### src/core/freq_ref_pkg.sv
// Purpose: shared constants for the frequency reference selector
// Assumes: AHB-Lite slave with 32-bit words, byte addresses below
// Notes:   reset values marked as plain defaults are neutral choices
package freq_ref_pkg;
  // ==========================================================
  // register byte offsets
  localparam logic [7:0] OFS_REF_CFG     = 8'h00;
  localparam logic [7:0] OFS_DIN_CFG     = 8'h04;
  localparam logic [7:0] OFS_CARRIER_CFG = 8'h08;
  localparam logic [7:0] OFS_CARRIER_EXT = 8'h0c;
  localparam logic [7:0] OFS_STEP_REF_1  = 8'h10;
  localparam logic [7:0] OFS_STEP_REF_2  = 8'h14;
  localparam logic [7:0] OFS_STEP_REF_3  = 8'h18;
  localparam logic [7:0] OFS_STEP_REF_4  = 8'h1c;
  localparam logic [7:0] OFS_JOG_REF     = 8'h20;
  localparam logic [7:0] OFS_INT_STATUS  = 8'h24;
  localparam logic [7:0] OFS_INT_CLEAR   = 8'h28;
  localparam logic [7:0] OFS_INT_ENABLE  = 8'h2c;
  localparam logic [7:0] OFS_LIVE_STATE  = 8'h30;
  // ==========================================================
  // field positions
  localparam int SRC_LSB   = 0;
  localparam int AIN2F_LSB = 8;
  localparam int SWAP_BIT  = 16;
  localparam int DIN4_LSB  = 0;
  localparam int DIN5_LSB  = 8;
  localparam int DIN6_LSB  = 16;
  localparam int CSEL_LSB  = 0;
  localparam int CUP_LSB   = 8;
  localparam int CLOW_LSB  = 0;
  localparam int CGAIN_LSB = 8;
  localparam int LIVE_CAR_LSB = 16;
  localparam int LIVE_ERR_BIT = 24;
  localparam int LIVE_IDX_LSB = 25;
  localparam int INT_W     = 2;
  localparam int INT_CHANGE = 0;
  localparam int INT_SETERR = 1;
  // ==========================================================
  // setting encodings
  localparam logic [1:0] SRC_KEYPAD = 2'h0;
  localparam logic [1:0] SRC_ANALOG = 2'h1;
  localparam logic [1:0] SRC_SERIAL = 2'h2;
  localparam logic [1:0] SRC_OPTION = 2'h3;
  localparam logic [4:0] AIN2_ADD    = 5'h00;
  localparam logic [4:0] AIN2_AUX    = 5'h02;
  localparam logic [4:0] AIN2_UNUSED = 5'h1f;
  localparam logic [7:0] FN_STEP_BIT1 = 8'h03;
  localparam logic [7:0] FN_STEP_BIT2 = 8'h04;
  localparam logic [7:0] FN_JOG_SEL   = 8'h06;
  localparam logic [3:0] CARRIER_SEL_USER = 4'hf;
  localparam logic [6:0] GAIN_ERR_LIMIT   = 7'h06;
  localparam logic [6:0] GAIN_FIXED       = 7'h00;
  // ==========================================================
  // reset values
  localparam logic [1:0] RST_SRC       = SRC_ANALOG;
  localparam logic [4:0] RST_AIN2F     = AIN2_ADD;
  localparam logic [3:0] RST_CSEL      = 4'h1;
  localparam logic [7:0] RST_CUPPER    = 8'h96;
  localparam logic [7:0] RST_CLOWER    = 8'h96;
  localparam logic [6:0] RST_CGAIN     = 7'h00;
  // carrier slope scaling: gain * output frequency >> shift
  localparam int CARRIER_SHIFT = 8;
  // selected reference indices (step 1..4 as 0..3, jog as 4)
  typedef enum logic [2:0] {IDX_STEP1, IDX_STEP2, IDX_STEP3, IDX_STEP4, IDX_JOG} ref_idx_t;
endpackage

### src/core/carrier_calc.sv
// Purpose: carrier frequency from output frequency and limit settings
// Assumes: carrier values in 0.1 kHz units
// Notes:   combinational; result clipped into the limit band
`timescale 1ns/10ps
module carrier_calc
#(
  parameter int W = 16
)
(
  input  wire logic [7:0]   carrier_upper_limit,
  input  wire logic [7:0]   carrier_lower_limit,
  input  wire logic [6:0]   carrier_prop_gain,
  input  wire logic [W-1:0] out_freq,
  output logic      [7:0]   carrier_freq,
  output logic              setting_error
);
  import freq_ref_pkg::*;
  logic [W+6:0] prod;
  logic [W+6:0] ramp;

  // ==========================================================
  // carrier ramp and error check
  always_comb
  begin
    prod = out_freq * carrier_prop_gain;
    ramp = (prod >> CARRIER_SHIFT) + (W+7)'(carrier_lower_limit);
    setting_error = (carrier_prop_gain > GAIN_ERR_LIMIT)
                 && (carrier_upper_limit < carrier_lower_limit); // RL13
    if (carrier_upper_limit == carrier_lower_limit || carrier_prop_gain == GAIN_FIXED)
      carrier_freq = carrier_upper_limit; // RL12
    else if (ramp > (W+7)'(carrier_upper_limit))
      carrier_freq = carrier_upper_limit; // RL12
    else
      carrier_freq = ramp[7:0]; // RL12
  end
endmodule

### src/core/frequency_reference_selector.sv
// Purpose: AHB-Lite controlled frequency reference and carrier selector
// Assumes: inputs synchronous to hclk; analog inputs already digitised
// Notes:   zero wait state slave, always OKAY
`timescale 1ns/10ps
// Operation
// (RL1) source select: keypad, analog, serial, option
// (RL2) first analog voltage, second voltage or current
// (RL3) step bit1 switches master to auxiliary analog
// (RL4) second analog function 0 adds both inputs
// (RL5) swap setting makes second input the master
// (RL6) input codes 3,4,6: step bits, jog
// (RL7) step bits pick stored reference one to four
// (RL8) jog input overrides both step bits
// (RL9) five steps: four stored plus jog
// (RL10) step one: analog or stored reference one
// (RL11) step two: auxiliary analog or stored two
// (RL12) carrier follows frequency, fixed if flat
// (RL13) gain above six with inverted limits errors
// (RL14) lower limit and gain need carrier select F
// (RL15) selection re-evaluated every clock cycle
module frequency_reference_selector
#(
  parameter int W = 16
)
(
  input  wire logic          hclk,
  input  wire logic          hresetn,
  input  wire logic          hsel,
  input  wire logic [31:0]   haddr,
  input  wire logic [1:0]    htrans,
  input  wire logic          hwrite,
  input  wire logic [2:0]    hsize,
  input  wire logic [31:0]   hwdata,
  input  wire logic          hready,
  output logic      [31:0]   hrdata,
  output logic               hreadyout,
  output logic               hresp,
  input  wire logic [W-1:0]  analog_in_first,
  input  wire logic [W-1:0]  analog_in_second,
  input  wire logic          ain2_current_mode,
  input  wire logic [W-1:0]  serial_ref,
  input  wire logic [W-1:0]  option_ref,
  input  wire logic          step_sel_in_a,
  input  wire logic          step_sel_bit1_in,
  input  wire logic          step_sel_bit2_in,
  input  wire logic          jog_sel_in,
  input  wire logic [W-1:0]  out_freq,
  output logic      [W-1:0]  freq_ref,
  output freq_ref_pkg::ref_idx_t ref_idx,
  output logic      [7:0]    carrier_freq,
  output logic               setting_error_flag,
  output logic               irq
);
  import freq_ref_pkg::*;

  logic [1:0]    ref_source_sel_reg;
  logic [4:0]    ain2_function_sel_reg;
  logic          ain_swap_sel_reg;
  logic [7:0]    din4_function_reg;
  logic [7:0]    din5_function_reg;
  logic [7:0]    din6_function_reg;
  logic [3:0]    carrier_sel_reg;
  logic [7:0]    carrier_upper_limit_reg;
  logic [7:0]    carrier_lower_limit_reg;
  logic [6:0]    carrier_prop_gain_reg;
  logic [W-1:0]  step_ref_reg [4];
  logic [W-1:0]  jog_ref_reg;
  logic [INT_W-1:0] int_status_reg;
  logic [INT_W-1:0] int_enable_reg;
  logic          dphase_reg;
  logic          dwrite_reg;
  logic [7:0]    daddr_reg;
  logic          addr_ok;
  logic          wr_en;
  logic          step_bit1;
  logic          step_bit2;
  logic          jog_on;
  ref_idx_t      sel_idx;
  logic [W-1:0]  sel_ref;
  logic [7:0]    carrier_next;
  logic          seterr_next;
  logic [INT_W-1:0] int_event;
  logic [INT_W-1:0] int_clear;
  logic [31:0]   hrdata_next;
  logic          user_carrier;

  // ==========================================================
  // input function decode
  function automatic logic din_active(input logic [7:0] code);
    din_active = (din4_function_reg == code && step_sel_bit1_in)
              || (din5_function_reg == code && step_sel_bit2_in)
              || (din6_function_reg == code && jog_sel_in);
  endfunction

  always_comb
  begin
    step_bit1 = din_active(FN_STEP_BIT1) || step_sel_in_a; // RL6
    step_bit2 = din_active(FN_STEP_BIT2); // RL6
    jog_on    = din_active(FN_JOG_SEL); // RL6
  end

  // ==========================================================
  // bus address phase capture
  assign addr_ok   = hsel && htrans[1] && hready;
  assign hreadyout = 1'b1;
  assign hresp     = 1'b0;
  assign wr_en     = dphase_reg && dwrite_reg;
  assign user_carrier = (carrier_sel_reg == CARRIER_SEL_USER);

  always_ff @(posedge hclk or negedge hresetn)
  begin
    if (!hresetn)
    begin
      dphase_reg <= 1'b0;
      dwrite_reg <= 1'b0;
      daddr_reg  <= 8'h00;
    end
    else
    begin
      dphase_reg <= addr_ok;
      if (addr_ok)
      begin
        dwrite_reg <= hwrite;
        daddr_reg  <= haddr[7:0];
      end
    end
  end

  // ==========================================================
  // read data, registered in the address phase
  always_comb
  begin
    hrdata_next = 32'h0000_0000;
    unique case (haddr[7:0])
      OFS_REF_CFG:
      begin
        hrdata_next[SRC_LSB +: 2]   = ref_source_sel_reg;
        hrdata_next[AIN2F_LSB +: 5] = ain2_function_sel_reg;
        hrdata_next[SWAP_BIT]       = ain_swap_sel_reg;
      end
      OFS_DIN_CFG:
      begin
        hrdata_next[DIN4_LSB +: 8] = din4_function_reg;
        hrdata_next[DIN5_LSB +: 8] = din5_function_reg;
        hrdata_next[DIN6_LSB +: 8] = din6_function_reg;
      end
      OFS_CARRIER_CFG:
      begin
        hrdata_next[CSEL_LSB +: 4] = carrier_sel_reg;
        hrdata_next[CUP_LSB +: 8]  = carrier_upper_limit_reg;
      end
      OFS_CARRIER_EXT:
      begin
        if (user_carrier)
        begin
          hrdata_next[CLOW_LSB +: 8]  = carrier_lower_limit_reg; // RL14
          hrdata_next[CGAIN_LSB +: 7] = carrier_prop_gain_reg; // RL14
        end
      end
      OFS_STEP_REF_1: hrdata_next[W-1:0] = step_ref_reg[0];
      OFS_STEP_REF_2: hrdata_next[W-1:0] = step_ref_reg[1];
      OFS_STEP_REF_3: hrdata_next[W-1:0] = step_ref_reg[2];
      OFS_STEP_REF_4: hrdata_next[W-1:0] = step_ref_reg[3];
      OFS_JOG_REF:    hrdata_next[W-1:0] = jog_ref_reg;
      OFS_INT_STATUS: hrdata_next[INT_W-1:0] = int_status_reg;
      OFS_INT_ENABLE: hrdata_next[INT_W-1:0] = int_enable_reg;
      OFS_LIVE_STATE:
      begin
        hrdata_next[W-1:0]               = freq_ref;
        hrdata_next[LIVE_CAR_LSB +: 8]   = carrier_freq;
        hrdata_next[LIVE_ERR_BIT]        = setting_error_flag;
        hrdata_next[LIVE_IDX_LSB +: 3]   = ref_idx;
      end
      default: hrdata_next = 32'h0000_0000;
    endcase
  end

  always_ff @(posedge hclk or negedge hresetn)
  begin
    if (!hresetn)
      hrdata <= 32'h0000_0000;
    else if (addr_ok && !hwrite)
      hrdata <= hrdata_next;
  end

  // ==========================================================
  // configuration registers
  always_ff @(posedge hclk or negedge hresetn)
  begin
    if (!hresetn)
    begin
      ref_source_sel_reg      <= RST_SRC; // RL1
      ain2_function_sel_reg   <= RST_AIN2F; // RL4
      ain_swap_sel_reg        <= 1'b0;
      din4_function_reg       <= FN_STEP_BIT1;
      din5_function_reg       <= FN_STEP_BIT2;
      din6_function_reg       <= FN_JOG_SEL;
      carrier_sel_reg         <= RST_CSEL;
      carrier_upper_limit_reg <= RST_CUPPER;
      carrier_lower_limit_reg <= RST_CLOWER;
      carrier_prop_gain_reg   <= RST_CGAIN;
    end
    else if (wr_en)
    begin
      unique case (daddr_reg)
        OFS_REF_CFG:
        begin
          ref_source_sel_reg    <= hwdata[SRC_LSB +: 2];
          ain2_function_sel_reg <= hwdata[AIN2F_LSB +: 5];
          ain_swap_sel_reg      <= hwdata[SWAP_BIT];
        end
        OFS_DIN_CFG:
        begin
          din4_function_reg <= hwdata[DIN4_LSB +: 8];
          din5_function_reg <= hwdata[DIN5_LSB +: 8];
          din6_function_reg <= hwdata[DIN6_LSB +: 8];
        end
        OFS_CARRIER_CFG:
        begin
          carrier_sel_reg         <= hwdata[CSEL_LSB +: 4];
          carrier_upper_limit_reg <= hwdata[CUP_LSB +: 8];
        end
        OFS_CARRIER_EXT:
        begin
          if (user_carrier)
          begin
            carrier_lower_limit_reg <= hwdata[CLOW_LSB +: 8]; // RL14
            carrier_prop_gain_reg   <= hwdata[CGAIN_LSB +: 7]; // RL14
          end
        end
        default:
        begin
          carrier_sel_reg <= carrier_sel_reg;
        end
      endcase
    end
  end

  // ==========================================================
  // stored step and jog references
  genvar gi;
  generate
    for (gi = 0; gi < 4; gi++)
    begin : g_step
      always_ff @(posedge hclk or negedge hresetn)
      begin
        if (!hresetn)
          step_ref_reg[gi] <= '0;
        else if (wr_en && daddr_reg == OFS_STEP_REF_1 + 8'(4 * gi))
          step_ref_reg[gi] <= hwdata[W-1:0];
      end
    end
  endgenerate

  always_ff @(posedge hclk or negedge hresetn)
  begin
    if (!hresetn)
      jog_ref_reg <= '0;
    else if (wr_en && daddr_reg == OFS_JOG_REF)
      jog_ref_reg <= hwdata[W-1:0];
  end

  // ==========================================================
  // reference selection and carrier
  step_ref_mux #(.W(W)) u_mux
  (
    .ref_source_sel    (ref_source_sel_reg),
    .ain2_function_sel (ain2_function_sel_reg),
    .ain_swap_sel      (ain_swap_sel_reg),
    .step_bit1         (step_bit1),
    .step_bit2         (step_bit2),
    .jog_on            (jog_on),
    .analog_in_first   (analog_in_first),
    .analog_in_second  (analog_in_second),
    .serial_ref        (serial_ref),
    .option_ref        (option_ref),
    .step_ref_1        (step_ref_reg[0]),
    .step_ref_2        (step_ref_reg[1]),
    .step_ref_3        (step_ref_reg[2]),
    .step_ref_4        (step_ref_reg[3]),
    .jog_ref           (jog_ref_reg),
    .sel_idx           (sel_idx),
    .sel_ref           (sel_ref)
  );

  carrier_calc #(.W(W)) u_carrier
  (
    .carrier_upper_limit (carrier_upper_limit_reg),
    .carrier_lower_limit (carrier_lower_limit_reg),
    .carrier_prop_gain   (carrier_prop_gain_reg),
    .out_freq            (out_freq),
    .carrier_freq        (carrier_next),
    .setting_error       (seterr_next)
  );

  always_ff @(posedge hclk or negedge hresetn)
  begin
    if (!hresetn)
    begin
      freq_ref           <= '0;
      ref_idx            <= IDX_STEP1;
      carrier_freq       <= RST_CUPPER;
      setting_error_flag <= 1'b0;
    end
    else
    begin
      freq_ref           <= sel_ref; // RL15
      ref_idx            <= sel_idx; // RL15
      carrier_freq       <= carrier_next; // RL12
      setting_error_flag <= seterr_next; // RL13
    end
  end

  // ==========================================================
  // interrupts
  always_comb
  begin
    int_event = '0;
    int_event[INT_CHANGE] = (sel_idx != ref_idx) || (sel_ref != freq_ref);
    int_event[INT_SETERR] = seterr_next && !setting_error_flag;
    int_clear = '0;
    if (wr_en && daddr_reg == OFS_INT_CLEAR)
      int_clear = hwdata[INT_W-1:0];
  end

  always_ff @(posedge hclk or negedge hresetn)
  begin
    if (!hresetn)
    begin
      int_status_reg <= '0;
      int_enable_reg <= '0;
    end
    else
    begin
      int_status_reg <= (int_status_reg & ~int_clear) | int_event;
      if (wr_en && daddr_reg == OFS_INT_ENABLE)
        int_enable_reg <= hwdata[INT_W-1:0];
    end
  end

  assign irq = |(int_status_reg & int_enable_reg);

  // the current/voltage choice only affects upstream scaling
  logic unused_ok;
  assign unused_ok = ain2_current_mode ^ (^hsize) ^ (^haddr[31:8]) ^ (^hwdata[31:W]);
endmodule

### src/core/step_ref_mux.sv
// Purpose: picks the frequency reference from source, step and jog inputs
// Assumes: all inputs already resolved from pins and settings
// Notes:   purely combinational, re-evaluated every cycle
`timescale 1ns/10ps
module step_ref_mux
#(
  parameter int W = 16
)
(
  input  wire logic [1:0]             ref_source_sel,
  input  wire logic [4:0]             ain2_function_sel,
  input  wire logic                   ain_swap_sel,
  input  wire logic                   step_bit1,
  input  wire logic                   step_bit2,
  input  wire logic                   jog_on,
  input  wire logic [W-1:0]           analog_in_first,
  input  wire logic [W-1:0]           analog_in_second,
  input  wire logic [W-1:0]           serial_ref,
  input  wire logic [W-1:0]           option_ref,
  input  wire logic [W-1:0]           step_ref_1,
  input  wire logic [W-1:0]           step_ref_2,
  input  wire logic [W-1:0]           step_ref_3,
  input  wire logic [W-1:0]           step_ref_4,
  input  wire logic [W-1:0]           jog_ref,
  output freq_ref_pkg::ref_idx_t      sel_idx,
  output logic      [W-1:0]           sel_ref
);
  import freq_ref_pkg::*;
  logic [W-1:0] master;
  logic [W-1:0] aux;
  logic [W:0]   sum;
  logic [W-1:0] step1_val;

  // ==========================================================
  // analog master / auxiliary
  always_comb
  begin
    master = ain_swap_sel ? analog_in_second : analog_in_first; // RL5
    aux    = ain_swap_sel ? analog_in_first : analog_in_second; // RL5
    sum    = {1'b0, master} + {1'b0, aux};
    step1_val = master; // RL2
    if (ain2_function_sel == AIN2_ADD)
    begin
      step1_val = sum[W] ? {W{1'b1}} : sum[W-1:0]; // RL4
    end
  end

  // ==========================================================
  // step and jog selection
  always_comb
  begin
    sel_idx = IDX_STEP1;
    sel_ref = step_ref_1;
    if (jog_on)
    begin
      sel_idx = IDX_JOG; // RL8
      sel_ref = jog_ref; // RL9
    end
    else
    begin
      unique case ({step_bit2, step_bit1}) // RL7
        2'b00:
        begin
          sel_idx = IDX_STEP1;
          unique case (ref_source_sel) // RL1
            SRC_KEYPAD: sel_ref = step_ref_1; // RL10
            SRC_ANALOG: sel_ref = step1_val; // RL10
            SRC_SERIAL: sel_ref = serial_ref;
            SRC_OPTION: sel_ref = option_ref;
          endcase
        end
        2'b01:
        begin
          sel_idx = IDX_STEP2;
          if (ref_source_sel == SRC_ANALOG && ain2_function_sel == AIN2_AUX)
            sel_ref = aux; // RL3 RL11
          else
            sel_ref = step_ref_2; // RL11
        end
        2'b10:
        begin
          sel_idx = IDX_STEP3;
          sel_ref = step_ref_3;
        end
        2'b11:
        begin
          sel_idx = IDX_STEP4;
          sel_ref = step_ref_4;
        end
      endcase
    end
  end
endmodule
### config.mk
export PLATFORM = sky130hd
export DESIGN_NAME = frequency_reference_selector
export DESIGN_NICKNAME = d
export VERILOG_FILES = /design/src/core/freq_ref_pkg.sv /design/src/core/carrier_calc.sv /design/src/core/frequency_reference_selector.sv /design/src/core/step_ref_mux.sv
export SDC_FILE = /design/constraint.sdc
export NUM_CORES = 1
export LEC_CHECK = 0
export BUFFER_PORTS_ARGS = -buffer_cell sky130_fd_sc_hd__buf_2
export CAP_MARGIN = 20
export CORE_AREA = 2 2 225 249
export CTS_CLUSTER_SIZE = 10
export DETAILED_ROUTE_END_ITERATION = 10
export DIE_AREA = 0 0 227 251
export REMOVE_ABC_BUFFERS = 1
export SLEW_MARGIN = 20
export SYNTH_ARGS = -nofsm -noshare
export SYNTH_HDL_FRONTEND = slang
export SYNTH_SLANG_ARGS = --single-unit
### constraint.sdc
create_clock -name hclk -period 6.8 [get_ports hclk]
set_clock_uncertainty 0.2 [all_clocks]
set_input_delay 1.02 -clock hclk [delete_from_list [all_inputs] [get_ports hclk]]
set_output_delay 1.02 -clock hclk [all_outputs]
set_load 0.03 [all_outputs]
==> summary.txt <==
CTS
  • Max Root-Sink Buffers: 3
  • Hold buffer count at cts: 0
  • Cts bufs inserted: 24
  • CTS tree: built
  • CTS sink count: 209
  • Worst-skew pair later-pin latency: 0.53 ns
  • Clock transition at the registers of the reported paths: 0.06 ns
  • CTS H-Tree Depth: 1
  • Root Driver: clkbuf_16

Power
  • Worst VDD drop: 0.2026 mV
  • Leak Pwr: slightly below 9 nW
  • PD cells: ~300 nW/µm²
  • Power consumption: 5.769 mW

Layout
  • Share of layout cells above drive strength 1: between 30% and 40%
  • Final net count: 2148
  • Ant diodes: 0
  • Final core utilization: a little over a third
  • # fillers: 5589
  • Largest register FFs: between 60 and 70
  • Area growth syn-to-layout: 19.39%
  • FF+latch area: about 5300 µm²
  • Multi-input logic area: 10440 µm²
  • Design area: roughly 19000 µm²

Flow run
  • Max-Cap Viols: 0

Timing
  • Max Slew Vio Count: 0
  • Setup ws final: -0.2588 ns
  • Final min period: roughly 7 ns
  • RSZ-0062 raised after global routing: true
  • Period utilisation layout: 103.8%
  • Rel. slew slack: 28.00%
  • Max Freq: 0.1417 GHz
  • Slew @ Worst Pin: 1.066 ns
  • Setup TNS: -1.714 ns
  • Endpoints failing hold: 0
  • Setup violations, final: 8

Routing
  • DR iter-0 viols: roughly 1100
  • Detail Route Antenna Nets: 0
  • Vias after detailed routing: 13820
  • Per-cell routed wire length: between 20 and 25 µm
  • DRC violations left: 0
  • DRT Pass-1 Iters: 5
  • Drt via density: 5.332
  • Final WL: around 57 mm

Worst setup path
  • Worst setup EP type: flip-flop
  • Crit start category: input pin
  • Most used cell along the critical path: buf_4
  • Crit path kind: in2reg
  • CP arrival: 7.27 ns
  • R2R depth: 29
  • Worst path slowest cell: fa_1
  • Data required, critical path: 7.01 ns
  • Crit path max fanout: 7
  • Slowest stage delay, CP: roughly 0.55 ns

GRT
  • Pin count of the biggest net entering global routing: 165
  • GRT Resource Usage Total: 20.11%
  • Antenna violations before repair: 1
  • Vias in the first global route: 14140
  • Grt ovf: 0
  • Global-route wire length before repair: 87.22 mm

Floorplanning
  • Die Height: 251 µm
  • Initial cell density of the core: 29.73%
  • Die X: 227 µm
  • Core area: 54500 µm²
  • # IOs: 222
  • Die ar.: 56980 µm²
  • Cell row count: 90

Logic synthesis
  • Cell Area, Synth: ~16000 µm²
  • Post-synth ARST share: 100.0%
  • #FFs+latches synth: 209
  • Post-Syn Area per Cell: 10.03 µm²
  • Synth area leaders: dfrtp_1 29%, mux2_2 13%, fa_1 8.6%
  • Sequential element share of the synthesized area: about a third
  • Area leader, netlist: dfrtp_1
  • Post-synth EDFFs: 0
  • Most common cell in the netlist: mux2_2
  • Ys Warns: 0
  • Commonest cells post-synth: 191 x mux2_2, 190 x dfrtp_1, 133 x nand2_1
  • Top_reg_cell synth: dfrtp_1
  • Synth cell types: a little over 90
  • Post-synthesis cell count: about 1600
  • Synth top area share: 29.34%

Place
  • Final GP Congestion: 0.8959
  • Placed Area: around 18000 µm²
  • Port Buf Inserts: approximately 180
  • HPWL after DPL: about 44 mm

Run status
  • Run status: finished, violations left
  • Violated checks: setup timing

Min path
  • Worst Hold Class: in2async
-- through the flow --
step	setup slack (ns)	hold WS, ns	instances
2_1_floorplan	-0.6203	0.2713	1539
3_3_place_gp	-1.098	0.2503	2544
5_1_grt	-0.5649	0.1915	2592
3_5_place_dp	-1.170	0.2596	2544
6_report	-0.2588	0.1819	2592
4_1_cts	-0.2491	0.1818	2590
-- worst paths after layout --
path | end | slack (ns) | start
worst max-delay path | carrier_freq[5] | -0.26 | out_freq[4]
worst min-delay path | hrdata[20] | 0.18 | hresetn
worst min register to register | hrdata[27] | 0.27 | hrdata[27]
max in group asynchronous | daddr_reg[7] | 4.96 | hresetn
min in group hclk | hrdata[27] | 0.27 | hrdata[27]
worst max register to register | carrier_freq[5] | -0.15 | carrier_prop_gain_reg[6]
-- where the power goes --
part           total (mW)  internal [mW]  switching [mW]
Clock                1.20          0.682           0.518
Sequential           1.44           1.34           0.102
Combinational        3.13           1.57            1.56
-- cells by family (layout without fill, tap and decap cells) --
family          after synthesis  count (layout)  synth area share, %
compound gates              337             337                14.45
fa+ha+maj                   150             150                14.82
buf+inv                     178             414                4.409
mux                         247             247                17.28
flops                       209             209                32.42
xor+xnor                     40              40                2.162
other cells                   2               6              0.04634
simple gates                453             453                14.41
-- per-layer routing --
metal	share of wire, %	vias up	global-route usage (%)
li1	-	6279	-
met1	41	6877	25.90
met2	48	556	33.95
met3	7.7	107	3.612
met4	3.2	2	6.517
met5	0.012	-	0
-- layout make-up --
cell class	count	share of cell area, %
multi-input cells	1233	53.95
flip-flops and latches	209	27.16
repair buffers	274	8.666
well taps	736	4.760
clock buffers	43	3.583
inverters	97	1.882
-- cell usage in the layout, fill, tap and decap left out, drive strengths merged, types with 23 or more instances in the layout --
cell and n:
ha 80, mux2 192, inv 97, a31oi 23, and2 80, a21o 28, a21oi 59, mux2i 48
xnor2 24, dfrtp 190, nand2 133, buf 274, clkbuf 43, fa 70, o21ai 69, nor2 96
-- critical path: cells and delay by family --
| kind | cells | cell delay, ns |
|---|---|---|
| AOI/OAI and AO/OA | 12 | 1.68 |
| xor gates and xnor gates | 1 | 0.14 |
| adders and majority gates | 7 | 2.82 |
| buffers and inverters | 8 | 0.89 |
| muxes | 1 | 0.30 |
| and+or+nand+nor | 3 | 0.41 |
-- what timing repair did --
item                       CTS  global route
resized for setup           21            24
setup buffers                3             2
hold endpoints to repair     0             0
setup endpoints to repair    8             8
pin swaps                   27            27
Note: power is estimated with default switching activity, not from simulation.
